File: src/design/ptt_pkg.sv
// Constants and state types for the periodic tick timer
package ptt_pkg;

  // ---------------------------------------------------------------
  // Widths
  // ---------------------------------------------------------------
  localparam int CNT_W  = 24;
  localparam int DATA_W = 32;
  localparam int ADDR_W = 32;
  localparam int IDX_W  = 3;
  localparam int IRQ_W  = 1;

  // ---------------------------------------------------------------
  // Register byte offsets
  // ---------------------------------------------------------------
  localparam logic [ADDR_W-1:0] OFS_CTRL   = 32'h0000_0000;
  localparam logic [ADDR_W-1:0] OFS_RELOAD = 32'h0000_0004;
  localparam logic [ADDR_W-1:0] OFS_COUNT  = 32'h0000_0008;
  localparam logic [ADDR_W-1:0] OFS_ISTS   = 32'h0000_000c;
  localparam logic [ADDR_W-1:0] OFS_IMSK   = 32'h0000_0010;

  // ---------------------------------------------------------------
  // Control/status and interrupt status field positions
  // ---------------------------------------------------------------
  localparam int POS_ENABLE    = 0;
  localparam int POS_TICK_IE   = 1;
  localparam int POS_CLK_SEL   = 2;
  localparam int POS_ZERO_FLAG = 16;
  localparam int POS_ISTS_ZERO = 0;

  // ---------------------------------------------------------------
  // Reset values and bus codes
  // ---------------------------------------------------------------
  localparam logic [CNT_W-1:0] RST_CNT     = 24'h00_0000;
  localparam logic [CNT_W-1:0] CNT_ONE     = 24'h00_0001;
  localparam logic [IRQ_W-1:0] RST_IRQ     = 1'h0;
  localparam logic [DATA_W-1:0] RST_DATA   = 32'h0000_0000;
  localparam logic             CLK_SEL_CORE = 1'h1;
  localparam logic [1:0]       HTRANS_NONSEQ = 2'h2;
  localparam logic [1:0]       HTRANS_SEQ    = 2'h3;

  // ---------------------------------------------------------------
  // Whole state of the timer
  // ---------------------------------------------------------------
  typedef struct packed {
    logic              enable;
    logic              tick_irq_enable;
    logic              zero_reached_flag;
    logic [CNT_W-1:0]  reload;
    logic [CNT_W-1:0]  count;
    logic              load_pend;
    logic [IRQ_W-1:0]  irq_sts;
    logic [IRQ_W-1:0]  irq_msk;
    logic              wr_pend;
    logic [IDX_W-1:0]  wr_idx;
    logic [DATA_W-1:0] rdata;
    logic              hready;
    logic              irq;
    logic              tick_pend;
  } ptt_state_t;

  localparam ptt_state_t ST_RST = '{
    enable:            1'h0,
    tick_irq_enable:   1'h0,
    zero_reached_flag: 1'h0,
    reload:            RST_CNT,
    count:             RST_CNT,
    load_pend:         1'h0,
    irq_sts:           RST_IRQ,
    irq_msk:           RST_IRQ,
    wr_pend:           1'h0,
    wr_idx:            3'h0,
    rdata:             RST_DATA,
    hready:            1'h1,
    irq:               1'h0,
    tick_pend:         1'h0
  };

endpackage

File: src/design/ptt_timer.sv
// Periodic tick timer with AHB-Lite register slave
//
// Overview of operation
// - No reference clock: clock select reads 1, counter runs on core clock.
// - Tick interrupt enable bit 1 decides if reaching zero pends exception.
// - Enable bit 0 stops counter; setting it loads reload then counts.
// - At zero set flag, pend exception if enabled, reload, keep counting.
// - Reload holds 24-bit start value, copied into count on reload.
// - Reload value 0 gives no flag or exception; only 1-to-0 triggers.
// - Continuous operation with reload N fires every N+1 clocks.
// - Reading count returns the counter value at the access.
// - Any write to count register clears the count to 0.
// - Writing count register also clears the zero-reached flag.
// - Counts down to zero, reloads next edge, then decrements again.
// - Reading control/status clears zero-reached flag at bit 16.
// - While core is halted in debug, counter holds its value.
// - Writing reload zero stops the counter at the next wrap.
//
// Implementation choices: the placing of the registers and the AHB-Lite register port.
module ptt_timer
  import ptt_pkg::*;
#(
  parameter logic HAS_REF_CLK = 1'b0
) (
  input  wire logic                      hclk,
  input  wire logic                      hresetn,
  input  wire logic                      hsel,
  input  wire logic [ptt_pkg::ADDR_W-1:0] haddr,
  input  wire logic [1:0]                htrans,
  input  wire logic                      hwrite,
  input  wire logic [2:0]                hsize,
  input  wire logic                      hready,
  input  wire logic [ptt_pkg::DATA_W-1:0] hwdata,
  output logic      [ptt_pkg::DATA_W-1:0] hrdata,
  output logic                           hreadyout,
  output logic                           hresp,
  input  wire logic                      debug_halt,
  output logic                           tick_pend,
  output logic                           irq
);
  import ptt_pkg::*;

  // ---------------------------------------------------------------
  // Elaboration check
  // ---------------------------------------------------------------
  // only core clock served
  if (HAS_REF_CLK != 1'b0) begin : g_bad_ref
    $error("ptt_timer: reference clock input is not supported");
  end

  // ---------------------------------------------------------------
  // Address decoding
  // ---------------------------------------------------------------
  localparam logic [IDX_W-1:0] IDX_CTRL   = OFS_CTRL[IDX_W+1:2];
  localparam logic [IDX_W-1:0] IDX_RELOAD = OFS_RELOAD[IDX_W+1:2];
  localparam logic [IDX_W-1:0] IDX_COUNT  = OFS_COUNT[IDX_W+1:2];
  localparam logic [IDX_W-1:0] IDX_ISTS   = OFS_ISTS[IDX_W+1:2];
  localparam logic [IDX_W-1:0] IDX_IMSK   = OFS_IMSK[IDX_W+1:2];
  localparam logic [IDX_W-1:0] IDX_NONE   = 3'h7;

  // Word index of a mapped register, IDX_NONE otherwise
  function automatic logic [IDX_W-1:0] reg_idx(
    input logic [ADDR_W-1:0] a
  );
    logic [IDX_W-1:0] r;
    r = IDX_NONE;
    if ((a[ADDR_W-1:IDX_W+2] == '0) && (a[1:0] == 2'h0)) begin
      r = a[IDX_W+1:2];
      if (r > IDX_IMSK) begin
        r = IDX_NONE;
      end
    end
    return r;
  endfunction

  // ---------------------------------------------------------------
  // State and bus phase decode
  // ---------------------------------------------------------------
  ptt_state_t       q;
  ptt_state_t       d;
  logic             addr_ok;
  logic [IDX_W-1:0] a_idx;
  logic             rd_now;
  logic             wr_ctrl;
  logic             wr_reload;
  logic             wr_count;
  logic             wr_ists;
  logic             wr_imsk;
  logic             run;
  logic             ev;
  logic [DATA_W-1:0] rd_word;

  assign addr_ok   = hsel && hready &&
                     ((htrans == HTRANS_NONSEQ) || (htrans == HTRANS_SEQ));
  assign a_idx     = reg_idx(haddr);
  assign rd_now    = addr_ok && !hwrite;
  assign wr_ctrl   = q.wr_pend && (q.wr_idx == IDX_CTRL);
  assign wr_reload = q.wr_pend && (q.wr_idx == IDX_RELOAD);
  assign wr_count  = q.wr_pend && (q.wr_idx == IDX_COUNT);
  assign wr_ists   = q.wr_pend && (q.wr_idx == IDX_ISTS);
  assign wr_imsk   = q.wr_pend && (q.wr_idx == IDX_IMSK);

  assign run = q.enable && !debug_halt;
  // event only on a 1-to-0 step
  assign ev  = run && !q.load_pend && (q.count == CNT_ONE);

  // ---------------------------------------------------------------
  // Read data mux
  // ---------------------------------------------------------------
  always_comb begin
    rd_word = '0;
    unique case (a_idx)
      IDX_CTRL: begin
        rd_word[POS_ENABLE]    = q.enable;
        rd_word[POS_TICK_IE]   = q.tick_irq_enable;
        rd_word[POS_CLK_SEL]   = CLK_SEL_CORE;
        rd_word[POS_ZERO_FLAG] = q.zero_reached_flag;
      end
      IDX_COUNT:  rd_word[CNT_W-1:0] = q.count;
      IDX_RELOAD: rd_word[CNT_W-1:0] = q.reload;
      IDX_ISTS:   rd_word[IRQ_W-1:0] = q.irq_sts;
      IDX_IMSK:   rd_word[IRQ_W-1:0] = q.irq_msk;
      default:    rd_word = '0;
    endcase
  end

  // ---------------------------------------------------------------
  // Next state
  // ---------------------------------------------------------------
  always_comb begin
    d           = q;
    d.hready    = 1'b1;
    d.tick_pend = 1'b0;
    d.rdata     = '0;
    d.wr_pend   = addr_ok && hwrite && (a_idx != IDX_NONE);
    d.wr_idx    = a_idx;

    // unmapped and reserved bits read zero
    if (rd_now) begin
      d.rdata = rd_word;
    end

    // Counter
    if (q.load_pend) begin
      d.count     = q.reload;
      d.load_pend = 1'b0;
    end else if (run) begin
      if (q.count == RST_CNT) begin
        // wrap reloads on the edge after zero
        d.count = q.reload;
      end else begin
        d.count = q.count - CNT_ONE;
      end
    end

    // Register writes
    if (wr_ctrl) begin
      d.enable          = hwdata[POS_ENABLE];
      d.tick_irq_enable = hwdata[POS_TICK_IE];
      if (!q.enable && hwdata[POS_ENABLE]) begin
        d.load_pend = 1'b1;
      end else if (!hwdata[POS_ENABLE]) begin
        d.load_pend = 1'b0;
      end
    end
    if (wr_reload) begin
      d.reload = hwdata[CNT_W-1:0];
    end
    if (wr_count) begin
      d.count             = RST_CNT;
      d.zero_reached_flag = 1'b0;
    end
    if (wr_ists) begin
      d.irq_sts = q.irq_sts & ~hwdata[IRQ_W-1:0];
    end
    if (wr_imsk) begin
      d.irq_msk = hwdata[IRQ_W-1:0];
    end
    if (rd_now && (a_idx == IDX_CTRL)) begin
      d.zero_reached_flag = 1'b0;
    end

    // Events win over clears
    if (ev) begin
      d.zero_reached_flag       = 1'b1;
      d.irq_sts[POS_ISTS_ZERO]  = 1'b1;
      d.tick_pend               = q.tick_irq_enable;
    end
    d.irq = |(d.irq_sts & d.irq_msk);
  end

  always_ff @(posedge hclk or negedge hresetn) begin
    if (!hresetn) begin
      q <= ST_RST;
    end else begin
      q <= d;
    end
  end

  // ---------------------------------------------------------------
  // Outputs
  // ---------------------------------------------------------------
  assign hrdata    = q.rdata;
  assign hreadyout = q.hready;
  assign hresp     = 1'b0;
  assign tick_pend = q.tick_pend;
  assign irq       = q.irq;

  // ---------------------------------------------------------------
  // Assertions
  // ---------------------------------------------------------------
  property p_clk_sel;
    @(posedge hclk) disable iff (!hresetn)
    rd_now && (a_idx == IDX_CTRL) |=> hrdata[POS_CLK_SEL] == 1'b1;
  endproperty
  a_clk_sel: assert property (p_clk_sel)
    else $error("clock select did not read as one");

  property p_pend;
    @(posedge hclk) disable iff (!hresetn)
    ev |=> tick_pend == $past(q.tick_irq_enable);
  endproperty
  a_pend: assert property (p_pend)
    else $error("tick pend does not follow interrupt enable");

  property p_pend_cause;
    @(posedge hclk) disable iff (!hresetn)
    !ev |=> !tick_pend;
  endproperty
  a_pend_cause: assert property (p_pend_cause)
    else $error("tick pend without a count to zero");

  property p_enable_load;
    @(posedge hclk) disable iff (!hresetn)
    $rose(q.enable) |-> q.load_pend ##1 !q.load_pend;
  endproperty
  a_enable_load: assert property (p_enable_load)
    else $error("enable did not load the reload value first");

  property p_event;
    @(posedge hclk) disable iff (!hresetn)
    ev |=> q.zero_reached_flag && q.irq_sts[POS_ISTS_ZERO]
           && (q.count == RST_CNT);
  endproperty
  a_event: assert property (p_event)
    else $error("count to zero did not set the flag");

  property p_wrap;
    @(posedge hclk) disable iff (!hresetn)
    run && !q.load_pend && (q.count == RST_CNT) && !q.wr_pend
      |=> q.count == $past(q.reload);
  endproperty
  a_wrap: assert property (p_wrap)
    else $error("counter did not reload after zero");

  property p_zero_stop;
    @(posedge hclk) disable iff (!hresetn)
    (q.reload == RST_CNT) && (q.count == RST_CNT) && !q.wr_pend
      |=> (q.count == RST_CNT) && !tick_pend;
  endproperty
  a_zero_stop: assert property (p_zero_stop)
    else $error("zero reload restarted the counter");

  property p_read_count;
    @(posedge hclk) disable iff (!hresetn)
    rd_now && (a_idx == IDX_COUNT)
      |=> hrdata == {8'h00, $past(q.count)};
  endproperty
  a_read_count: assert property (p_read_count)
    else $error("count read does not match counter");

  property p_count_clear;
    @(posedge hclk) disable iff (!hresetn)
    wr_count && !ev |=> (q.count == RST_CNT) && !q.zero_reached_flag;
  endproperty
  a_count_clear: assert property (p_count_clear)
    else $error("count write did not clear count and flag");

  property p_read_clear;
    @(posedge hclk) disable iff (!hresetn)
    rd_now && (a_idx == IDX_CTRL) && !ev |=> !q.zero_reached_flag;
  endproperty
  a_read_clear: assert property (p_read_clear)
    else $error("status read did not clear the flag");

  property p_halt;
    @(posedge hclk) disable iff (!hresetn)
    debug_halt && !q.load_pend && !q.wr_pend |=> $stable(q.count);
  endproperty
  a_halt: assert property (p_halt)
    else $error("counter moved while halted");

  property p_reserved;
    @(posedge hclk) disable iff (!hresetn)
    rd_now |=> hrdata[DATA_W-1:CNT_W] == 8'h00;
  endproperty
  a_reserved: assert property (p_reserved)
    else $error("reserved bits read nonzero");

  property p_period;
    @(posedge hclk) disable iff (!hresetn)
    (ev && !q.wr_pend) ##1 (run && !q.wr_pend)
      |=> q.count == $past(q.reload, 2);
  endproperty
  a_period: assert property (p_period)
    else $error("period is not reload plus one");

  property p_reload_wr;
    @(posedge hclk) disable iff (!hresetn)
    wr_reload |=> q.reload == $past(hwdata[CNT_W-1:0]);
  endproperty
  a_reload_wr: assert property (p_reload_wr)
    else $error("reload write did not land");

  property p_flag_hold;
    @(posedge hclk) disable iff (!hresetn)
    q.zero_reached_flag && !wr_count && !(rd_now && (a_idx == IDX_CTRL))
      |=> q.zero_reached_flag;
  endproperty
  a_flag_hold: assert property (p_flag_hold)
    else $error("zero flag dropped without a clearing access");

  c_tick: cover property (@(posedge hclk) disable iff (!hresetn)
    ev && q.tick_irq_enable);
  c_irq: cover property (@(posedge hclk) disable iff (!hresetn)
    $rose(irq));
  c_halt: cover property (@(posedge hclk) disable iff (!hresetn)
    run == 1'b0 && q.enable && q.count != RST_CNT);
  c_clear: cover property (@(posedge hclk) disable iff (!hresetn)
    wr_count && q.count != RST_CNT);
  c_wrap: cover property (@(posedge hclk) disable iff (!hresetn)
    run && !q.load_pend && q.count == RST_CNT && q.reload != RST_CNT);

endmodule

File: config.mk
export PLATFORM = sky130hd
export DESIGN_NAME = ptt_timer
export DESIGN_NICKNAME = d
export VERILOG_FILES = /design/src/design/ptt_pkg.sv /design/src/design/ptt_timer.sv
export SDC_FILE = /design/constraint.sdc
export NUM_CORES = 1
export LEC_CHECK = 0
export ABC_AREA = 1
export CORE_MARGIN = 10
export CORE_UTILIZATION = 50
export CTS_BUF_LIST = sky130_fd_sc_hd__clkbuf_8
export DETAILED_ROUTE_END_ITERATION = 8
export DONT_BUFFER_PORTS = 1
export PLACE_DENSITY_LB_ADDON = 0.12
export SLEW_MARGIN = 10
export SYNTH_ARGS = -nofsm -noshare
export SYNTH_HDL_FRONTEND = slang
export SYNTH_SLANG_ARGS = --single-unit
File: constraint.sdc
create_clock -name hclk -period 2 [get_ports hclk]
set_input_delay 0.2 -clock hclk [delete_from_list [all_inputs] [get_ports hclk]]
set_output_delay 0.2 -clock hclk [all_outputs]
set_load 0.02 [all_outputs]
; Yosys cells after proc, flatten, opt, wreduce, memory -nomap -nowiden
; Cells that the tools add are included.
[op_classes]
add_sub_neg = 1
order_cmp = 1
eq_ne = 12
muxes = 21
n_bitwise = 3
reduce_logical = 28
[op_table]
columns = cell, n
row1 = 24-bit 2-to-1 mux, 5
row2 = 27-bit logical NOT, 1
row3 = 13-bit case mux with 2 select lines, 1
row4 = 24-bit by 1-bit equality test with 1-bit output (second input constant), 1
row5 = 24-bit logical NOT, 1
row6 = 24-bit by 1-bit subtractor with 24-bit output (second input constant), 1
row7 = 1-bit logical AND, 16
row8 = 7-bit case mux with 2 select lines, 1
row9 = 3-bit by 2-bit equality test with 1-bit output (second input constant), 4
row10 = 1-bit 2-to-1 mux, 9
row11 = 3-bit by 1-bit equality test with 1-bit output (second input constant), 2
row12 = 3-bit equality test (second input constant), 2
row13 = 3-bit logical NOT, 2
row14 = 3-bit 2-to-1 mux, 2
row15 = 2-bit case mux with 3 select lines, 1
row16 = 3-bit nonzero test, 2
row17 = 1-bit case mux with 5 select lines, 1
row18 = 2-bit equality test (second input constant), 2
row19 = 1-bit logical NOT, 4
row20 = 3-bit greater-than comparator (second input constant), 1
row21 = 3-bit != test (second input constant), 1
row22 = 1-bit case mux with 3 select lines, 1
row23 = 1-bit AND, 2
row24 = 2-bit logical NOT, 1
row25 = other kinds (2), 2
[totals]
reg_bits = 92
in_bits = 75
output_inout_bits = 36
wordCells = 79

; Depth between registers and ports, before layout
; Gate-level depths: netlist of the first run.
[depth]
depth_word = 7
ltp_mapped = 12
ltp_nobuf = 12

; Worst setup path before layout of the first run
; Ideal clock, no wire load.
[synth_path]
path_type = register to register
start = register q[43] in the netlist's numbering
end = register q[60] in the netlist's numbering
setup_ps = 131
arrival_ps = 1580
required_time_ps = 1869
setup_slack_ps = 289
path_stages_with_launch = 12
path_buffers = 0
synth_period_minus_slack_ps = 1711
cell_sequence = dfrtp_1 -> inv_1 -> ha_1 -> nand2_1 -> nor2_1 -> nand2_1 -> inv_1 -> nand3_1 -> o21ai_0 -> nand3_1 -> nand2_1 -> o21ai_0
[synth_between]
elab_chain_len = 5
word_cells_on_any_way = 6
cone_classes = add/sub (1) / mux (4) / reduce/logical (1)
[synth_rtl]
columns = item, line_no
row1 = start: declaration, ptt_timer.sv:79  ; ptt_state_t q;
row2 = start signal: assignment, ptt_timer.sv:194  ; q <= ST_RST;
row3 = start signal: assignment, ptt_timer.sv:196  ; q <= d;
row4 = 24-bit by 1-bit subtractor with 24-bit output or 24-bit logical NOT (tied branches), "ptt_timer.sv:152, ptt_timer.sv:148"
row5 = 24-bit 2-to-1 mux (*), ptt_timer.sv:148  ; if (q.count == RST_CNT) begin
row6 = 24-bit 2-to-1 mux (*), ptt_timer.sv:147  ; end else if (run) begin
row7 = 24-bit 2-to-1 mux (*), ptt_timer.sv:144  ; if (q.load_pend) begin
row8 = 24-bit 2-to-1 mux (*), ptt_timer.sv:169  ; if (wr_count) begin
; Every way passes the cells marked *; elsewhere a longest branch is shown, timed or not. The select of a mux whose other input is x is not followed.
; A chain may end at the register's enable or synchronous reset.

; Final worst setup path of the first run
[layout_path]
start = register q[42] in the netlist's numbering
end = register q[64] in the netlist's numbering
; The elaborated chain is that of the path after synthesis.

==> results of run 1 <==
==> through the flow <==
stage                     util, %  hold WS, ns  worst slack, ns  power [mW]
after floorplan                 -      -0.0956            0.289        3.35
after global placement       50.3      -0.0915            0.195        3.71
after detailed placement     50.3      -0.0922            0.155        3.74
after CTS                    54.7       -0.482            0.153        5.10
after global routing         55.2       -0.494         -0.00359        5.54
final                        55.2       -0.467            0.217        5.14
==> cells in the mapped netlist, drive strengths merged <==
| cell type | n |
|---|---|
| a21boi | 1 |
| a21oi | 57 |
| and2 | 1 |
| buf | 42 |
| clkbuf | 11 |
| clkinv | 2 |
| conb | 2 |
| dfrtp | 84 |
| ha | 3 |
| inv | 61 |
| mux2 | 6 |
| nand2 | 74 |
| nand3 | 25 |
| nand3b | 2 |
| nand4 | 5 |
| nor2 | 135 |
| nor3 | 4 |
| nor3b | 2 |
| nor4 | 2 |
| o21ai | 47 |
| o22ai | 4 |
| or2 | 2 |
| xnor2 | 1 |
| xor2 | 16 |
==> cell families after synthesis <==
family / after synthesis / share of synthesized area (%)
other: 2 / 0.162
buffers and inverters: 116 / 13.3
multiplexers: 6 / 1.46
AND/OR/NAND/NOR: 252 / 23.0
AO/OA/AOI/OAI: 109 / 12.7
adder cells (fa/ha/maj): 3 / 0.811
XOR/XNOR: 17 / 3.22
flip-flops: 84 / 45.4
==> report_power, final <==
group	switching (mW)	total [mW]	internal (mW)
clock	0.610	1.33	0.724
combinational	0.972	1.63	0.654
sequential	0.248	2.17	1.93
total	1.83	5.14	3.30
==> worst max-delay path by stage <==
stage                            startpoint  slack (ns)                 to
after detailed placement  q[42]$_DFFE_PN0P_        0.16  q[63]$_DFFE_PN0P_
final                     q[42]$_DFFE_PN0P_        0.22  q[64]$_DFFE_PN0P_
after CTS                 q[42]$_DFFE_PN0P_        0.15  q[59]$_DFFE_PN0P_
after global placement    q[42]$_DFFE_PN0P_        0.20  q[61]$_DFFE_PN0P_
after floorplan           q[43]$_DFFE_PN0P_        0.29  q[60]$_DFFE_PN0P_
after global routing      q[57]$_DFFE_PN0P_      -0.004  q[45]$_DFFE_PN0P_
==> layer usage <==
layer,vias up,wire length [um]
met5,-,0
met4,0,148
met3,10,726
met2,99,5110
met1,1704,4910
li1,1835,-
==> layout make-up <==
class	count	area, sq um
Tap cell	111	139
Multi-Input combinational cell	397	1970
Sequential cell	84	2100
Clock buffer	10	138
Clock inverter	4	75.1
Inverter	63	240
Fill cell	887	4080
Timing Repair Buffer	38	364
==> sequential cells by signal, indices dropped and copies added (netlist names) <==
register	flops
tick_pend	1
q	58
hrdata	24
irq	1
==> worst reg2reg max path, delay by kind of cell (launching register included) <==
| kind | cells | cell delay [ns] |
|---|---|---|
| AOI/OAI and AO/OA | 2 | 0.22 |
| xor gates and xnor gates | 1 | 0.15 |
| adders and majority gates | 1 | 0.21 |
| buffers and inverters | 2 | 0.26 |
| DFF | 1 | 0.41 |
| and+or+nand+nor | 3 | 0.41 |
==> placed cells by master, fill, tap and decap left out, types with 5 or more instances in the layout <==
| master | instances |
|---|---|
| nor2_1 | 123 |
| dfrtp_1 | 83 |
| nand2_1 | 67 |
| inv_1 | 57 |
| a21oi_1 | 57 |
| o21ai_0 | 27 |
| nand3_1 | 25 |
| dlygate4sd3_1 | 20 |
| xor2_1 | 16 |
| buf_4 | 15 |
| o21ai_1 | 13 |
| nor2_2 | 10 |
| conb_1 | 10 |
| clkbuf_8 | 10 |
| nand2_2 | 7 |
| o21ai_2 | 7 |
| mux2_2 | 6 |
| nand4_1 | 5 |
==> repair_timing <==
action	4_1_cts	5_1_grt
gates resized for setup	0	13
hold buffers	19	1
endpoints found under the setup margin	0	16
hold endpoints to repair	105	85
==> results.toml, run 1 <==
[worst_setup_path]
crit_top_cell = "o21ai_0"
crit_fanout = 5
slowest_delay_ns = 0.41
crit_chain = "clkinv_1 > ha_2 > nand2_1 > buf_4 > nor2_1 > nand3_1 > xor2_1 > o21ai_0 > o21ai_0"
critPathBufInv = 2
path_class = "reg -> reg"
critPathRequiredTime_ns = 2.24
worstReg2RegEnd = "q[64]$_DFFE_PN0P_"
rr_worst_depth = 9
critPathArrivalTime_ns = 2.02
worstSetupStartpointType = "flip-flop"
r2r_slack_ns = 0.22
endpoint_kind = "flip-flop"
critPathSlowestCell = "dfrtp_1"
r2r-start = "q[42]$_DFFE_PN0P_"
cpLargestDelayFamily = "simple AND/OR/NAND/NOR gates"
cp.depth = 9

[detailed_routing]
dr.pass1.iters = 4
vias_per_cell = 5.16
drtAntennaViolNets = 0
vias = 3648
drt-total-wl_um = 10900
drc = 0
drt_first_iter_violations = 182
avgRoutedWirePerCell_um = 15.4

[floorplanning]
chipWidth_um = 116
core_sq_um = 9110
rows = 35
fp.dieArea_sq_um = 13500
die_y_um = 116
ios = 111
start_util_pct = 50.8

[clock_network]
clkTransAtPathRegs_ns = 0.09
cts_max_path_buffers = 2
root_buffer = "clkbuf_8"
htreeDepth = 3
clkLatencyLatePin_ns = 0.35
cts.sinks = 84
cts_buffers = 9
postCtsSetupBuffers = 0
cts_tree = "built"

[final_layout]
instances_no_fill = 707
syn_to_final_growth_pct = 8.60
drive_gt1_share_pct = 12.2
stdcell_area_sq_um = 5020
diodes = 0
nNetsFinal = 671

[timing]
relSlewSlack_pct = 50.5
fin_hold_ws_ns = -0.467
finalHoldViolCount = 84
setup-tns-final_ns = 0
period_share_pct = 89.2
layout_min_cycle_time_ns = 1.78
worst_pin_slew_ns = 0.741
max_freq_mhz = 561
finalSetupViolations = 0
skew_ns = 0.00942
finalMaxSlewViolations = 0

[synthesis]
yosysUniqueCellTypes = 35
ys_ff_latch = 84
syn_area_per_cell_sq_um = 7.86
synthTopCellsByArea = "dfrtp_1, nor2_1, a21oi_1"
yosysWarnings = 0
yosys.area.top_type = "dfrtp_1"
syn_inst = 589
syn_area_sq_um = 4630
yosysSeqAreaShare_pct = 45.4
synth_top_cell_area_share_pct = 45.4

[job]
drv_cap = 0

[grt]
grt_use_met3_pct = 4.16
grt.met1_usage_pct = 21.8
track_usage_pct = 16.9
grt_busiest_layer = "met2"
grt_max_degree = 85
grt_use_met2_pct = 27.4
antenna_found_initial = 0
overflow = 0
grt_pass1_vias = 3775
grt_pass1_wl_um = 18400

[place]
io_buffers = 0
dpl.hpwl_um = 8030
gp_congestion = 0.942
post-place-cells = 673
dpl_cell_area_sq_um = 4580

[power_and_ir_drop]
peakVddDrop_mv = 0.499
p_per_area_nw_per_um2 = 1020
p_leak_nw = 2.36

[status]
violations = "hold timing"
status = "finished, violations left"

[hold_path]
hold_path.class = "in -> async"
No activity file was read; power rests on OpenSTA's default activity.
==> run 2: changes to the inputs <==
--- a/config.mk
+++ b/config.mk
@@ -7,7 +7,7 @@
 export LEC_CHECK = 0
 export ABC_AREA = 1
 export CORE_MARGIN = 10
-export CORE_UTILIZATION = 50
+export CORE_UTILIZATION = 45
 export CTS_BUF_LIST = sky130_fd_sc_hd__clkbuf_8
 export DETAILED_ROUTE_END_ITERATION = 8
 export DONT_BUFFER_PORTS = 1
==> constraint.sdc (replaced) <==
create_clock -name hclk -period 2 [get_ports hclk]
set_input_delay 0.1 -clock hclk [delete_from_list [all_inputs] [get_ports hclk]]
set_output_delay 0.1 -clock hclk [all_outputs]
set_load 0.02 [all_outputs]
==> results.toml, run 2 (same netlist as run 1, synthesis figures left out) <==
[place]
dpl_worst_slack_ns = 0.135
io_buffers = 0
gp_congestion = 0.866
dpl.hpwl_um = 8060
dpl_cell_area_sq_um = 4580

[worst_setup_path]
critPathSlowestCell = "dfrtp_1"
path_class = "reg -> reg"
slowest_delay_ns = 0.42
crit_top_cell = "nand2_1"
r2r-start = "q[53]$_DFFE_PN0P_"
r2r_slack_ns = 0.17
rr_worst_depth = 10
crit_fanout = 9
worstReg2RegEnd = "q[55]$_DFFE_PN0P_"
critPathArrivalTime_ns = 2.06
worstSetupStartpointType = "flip-flop"
crit_chain = "nor2_2 > nand2_1 > nor2_1 > nand2_1 > or2_1 > nand2_2 > buf_4 > a21oi_1 > o21ai_1 > o21ai_0"
critPathRequiredTime_ns = 2.23
critPathBufInv = 1
cpLargestDelayFamily = "simple AND/OR/NAND/NOR gates"
endpoint_kind = "flip-flop"

[clock_network]
root_buffer = "clkbuf_8"
hold_buffers = 31
cts.sinks = 84
cts_tree = "built"
cts_max_path_buffers = 2
postCtsSetupBuffers = 0
htreeDepth = 3
cts_buffers = 9
clkTransAtPathRegs_ns = 0.09
clkLatencyLatePin_ns = 0.36

[final_layout]
diodes = 0
largest_reg_flops = 58
stdcell_area_sq_um = 5080
multiInputGateArea_sq_um = 1960
fill_cells = 957
regMostFlops = "q"
syn_to_final_growth_pct = 9.71
final_common_cell = "nor2_1"
drive_gt1_share_pct = 11.4
nNetsFinal = 680
layout_common_cells = "nor2_1, dfrtp_1, nand2_1"
ff_latch_area_sq_um = 2100

[power_and_ir_drop]
p_seq_share_pct = 44.6
p_comb_share_pct = 33.8
pwr-share-clk_pct = 21.6
internal-power_mw = 3.00
peakVddDrop_mv = 0.440
p_leak_nw = 2.39
switching_power_mw = 1.83
swShare_pct = 37.8
p_per_area_nw_per_um2 = 952
power_mw = 4.83

[floorplanning]
core_sq_um = 9910
ios = 111
rows = 36
chipWidth_um = 121
fp.dieArea_sq_um = 14700
die_y_um = 121
start_util_pct = 46.7

[grt]
grt_pass1_wl_um = 18900
overflow = 0
grt_max_degree = 85
grt_pass1_vias = 3775
antenna_found_initial = 0
track_usage_pct = 15.7

[detailed_routing]
drt-total-wl_um = 11300
vias_per_cell = 4.96
dr.pass1.iters = 4
drtAntennaViolNets = 0
avgRoutedWirePerCell_um = 15.2
vias = 3669
drt_first_iter_violations = 202
drc = 0

[timing]
fin_hold_ws_ns = -0.579
setup-tns-final_ns = 0
finalMaxSlewViolations = 0
skew_ns = 0.0154
finalHoldViolCount = 84
max_freq_mhz = 546
layout_min_cycle_time_ns = 1.83
fin_ws_ns = 0.169
rsz0062_at_grt = "no"
finalSetupViolations = 0
period_share_pct = 91.6

[job]
drv_cap = 0

[status]
status = "finished, violations left"
violations = "hold timing"

[hold_path]
hold_path.class = "in -> async"
-- run 2: area by class of cell --
class / count / share of cell area (%)
Timing Repair Buffer: 47 / 8.73
Tap cell: 133 / 3.28
Multi-Input combinational cell: 397 / 38.7
Clock inverter: 7 / 0.715
Sequential cell: 84 / 41.4
Inverter: 63 / 4.73
Clock buffer: 9 / 2.44
-- run 2: power groups by stage --
stage / registers (mW) / logic [mW] / clock network, mW
floorplan: 2.12 / 1.23 / 0
global placement: 2.18 / 1.51 / 0
detailed placement: 2.18 / 1.54 / 0
CTS: 2.15 / 1.60 / 1.08
global route: 2.19 / 1.87 / 1.15
finish: 2.15 / 1.63 / 1.05
-- run 2: metal layers --
metal  vias up  wire length (um)  global-route usage (%)
met2        77              5320                    24.8
met1      1720              5160                    20.6
met4         0               187                    6.18
li1       1857                 -                       -
met5         -                 0                       0
met3        15               606                    3.30
-- run 2: what timing repair did --
action	in CTS	in global routing
endpoints found under the hold margin	120	84
gates resized for setup	0	9
setup endpoints to repair	0	11
-- run 2: how the worst max path moves through the flow --
stage                            from                 to  slack (ns)  cells after the start
floorplan           q[43]$_DFFE_PN0P_  q[60]$_DFFE_PN0P_        0.29                     11
global placement    q[42]$_DFFE_PN0P_  q[60]$_DFFE_PN0P_        0.18                     11
detailed placement  q[42]$_DFFE_PN0P_  q[60]$_DFFE_PN0P_        0.14                     11
CTS                 q[42]$_DFFE_PN0P_  q[60]$_DFFE_PN0P_        0.14                     11
global route        q[51]$_DFFE_PN0P_  q[63]$_DFFE_PN0P_       0.002                     10
finish              q[53]$_DFFE_PN0P_  q[55]$_DFFE_PN0P_        0.17                     10
-- run 2: worst register-to-register path, stage by stage (launching register included) --
cell and delay [ns]:
dfrtp_1 0.42, nor2_2 0.20, nand2_1 0.09, nor2_1 0.11
nand2_1 0.09, or2_1 0.24, nand2_2 0.13, buf_4 0.19
a21oi_1 0.07, o21ai_1 0.07, o21ai_0 0.09
-- run 2: per-stage QoR --
stage / cells / utilization, %
5_1_grt: 740 / 51.2
4_1_cts: 740 / 51.0
3_5_place_dp: 693 / 46.2
6_report: 740 / 51.2
3_3_place_gp: 693 / 46.2
2_1_floorplan: 597 / -
==> run 3: changes to the inputs <==
--- a/config.mk
+++ b/config.mk
@@ -7,10 +7,11 @@
 export LEC_CHECK = 0
 export ABC_AREA = 1
 export CORE_MARGIN = 10
-export CORE_UTILIZATION = 45
+export CORE_UTILIZATION = 40
 export CTS_BUF_LIST = sky130_fd_sc_hd__clkbuf_8
 export DETAILED_ROUTE_END_ITERATION = 8
 export DONT_BUFFER_PORTS = 1
+export MAX_ROUTING_LAYER = met4
 export PLACE_DENSITY_LB_ADDON = 0.12
 export SLEW_MARGIN = 10
 export SYNTH_ARGS = -nofsm -noshare
==> results.toml, run 3 (same netlist as run 1, synthesis figures left out) <==
[final_layout]
final_common_cell = "nor2_1"
nNetsFinal = 683
drive_gt1_share_pct = 11.3
stdcell_area_sq_um = 5160
largest_reg_flops = 58
layout_common_cells = "nor2_1, dfrtp_1, nand2_1"
syn_to_final_growth_pct = 11.6
regMostFlops = "q"
instances_no_fill = 752
diodes = 0

[worst_setup_path]
endpoint_kind = "flip-flop"
rr_worst_depth = 11
path_class = "reg -> reg"
crit_fanout = 5
critPathArrivalTime_ns = 2.04
crit_top_cell = "nand2_1"
cp.depth = 11
critPathBufInv = 2
crit_chain = "clkinv_1 > nand3_1 > nor2_4 > buf_4 > nand2_1 > nor2_2 > nand2_1 > nand2_1 > nand2_1 > o21ai_1 > o21ai_0"
worstSetupStartpointType = "flip-flop"
slowest_delay_ns = 0.42
critPathSlowestCell = "dfrtp_1"
cpLargestDelayFamily = "simple AND/OR/NAND/NOR gates"
critPathRequiredTime_ns = 2.23

[timing]
fin_ws_ns = 0.184
finalHoldViolCount = 84
period_share_pct = 90.8
finalMaxSlewViolations = 0
finalSetupViolations = 0
layout_min_cycle_time_ns = 1.82
worst_pin_slew_ns = 0.776
fin_hold_ws_ns = -0.572
skew_ns = 0.00763
relSlewSlack_pct = 48.2
setup-tns-final_ns = 0
rsz0062_at_grt = "no"
max_freq_mhz = 551

[clock_network]
root_buffer = "clkbuf_8"
cts_tree = "built"
cts_max_path_buffers = 2
clkTransAtPathRegs_ns = 0.09
cts_buffers = 9
clkLatencyLatePin_ns = 0.36
cts.sinks = 84
postCtsSetupBuffers = 0
hold_buffers = 31
htreeDepth = 3

[place]
dpl.hpwl_um = 8480
post-place-cells = 706
dpl_cell_area_sq_um = 4620
dpl_worst_slack_ns = 0.147
gp_congestion = 0.861
io_buffers = 0

[floorplanning]
die_y_um = 128
rows = 39
start_util_pct = 40.7
core_sq_um = 11400
chipWidth_um = 128
ios = 111
fp.dieArea_sq_um = 16300

[detailed_routing]
dr.pass1.iters = 5
vias_per_cell = 5.01
avgRoutedWirePerCell_um = 16.0
drt-total-wl_um = 12100
vias = 3771
drtAntennaViolNets = 0
drt_first_iter_violations = 227
drc = 0

[grt]
overflow = 0
grt_max_degree = 85
antenna_found_initial = 0
track_usage_pct = 15.3
grt_pass1_wl_um = 19900
grt_pass1_vias = 4019

[status]
violations = "hold timing"
status = "finished, violations left"

[power_and_ir_drop]
peakVddDrop_mv = 0.366
p_per_area_nw_per_um2 = 1000
p_leak_nw = 2.43

[job]
drv_cap = 0

[hold_path]
hold_path.class = "in -> async"
[run 3: changes by cell type in the layout (fill, tap and decap cells not counted), moves of 2 or more]
cell | before | now
buf_4 | 15 | 17
bufinv_16 | 0 | 2
clkinv_2 | 5 | 1
inv_1 | 59 | 61
nor2_2 | 9 | 6
nor2_4 | 2 | 5
[run 3: worst paths after layout]
path                                              to  slack (ns)              start
worst max-delay path               q[63]$_DFFE_PN0P_        0.18  q[42]$_DFFE_PN0P_
worst min-delay path            hrdata[18]$_DFF_PN0_       -0.57            hresetn
worst max register to register     q[63]$_DFFE_PN0P_        0.18  q[42]$_DFFE_PN0P_
worst min register to register       q[41]$_DFF_PN0_        0.45  q[92]$_DFFE_PN0P_
max in group asynchronous          q[86]$_DFFE_PN0P_        2.40            hresetn
min in group hclk               hrdata[16]$_DFF_PN0_        0.05           haddr[2]
[run 3: per-stage QoR]
stage / power, mW / util (%)
2_1_floorplan: 3.35 / -
3_5_place_dp: 3.79 / 40.6
6_report: 5.17 / 45.4
4_1_cts: 5.15 / 45.1
3_3_place_gp: 3.75 / 40.6
5_1_grt: 5.55 / 45.4
[run 3: where the power goes]
| group | internal, mW | switching, mW | leakage [nW] |
|---|---|---|---|
| Combinational | 0.692 | 1.03 | 1.25 |
| Clock | 0.680 | 0.612 | 0.114 |
| Sequential | 1.93 | 0.234 | 1.06 |
| Total | 3.30 | 1.87 | 2.43 |
[run 3: layout make-up]
class	count	area (sq um)
well taps	143	179
clock buffers	9	124
inverters	63	240
multi-input cells	397	1970
repair buffers	50	469
clock inverters	6	75.1
fillers	1130	6200
flip-flops and latches	84	2100
[run 3: what timing repair did]
| action | 4_1_cts | 5_1_grt |
|---|---|---|
| setup endpoints to repair | 0 | 19 |
| resized for setup | 0 | 13 |
| hold endpoints to repair | 120 | 84 |
[run 3: routing by layer]
metal	global-route usage [%]	wire length [um]	vias to the layer above
met3	3.14	534	16
met2	24.3	5690	111
met1	19.1	5650	1784
met5	-	0	-
li1	-	-	1860
met4	4.96	179	0
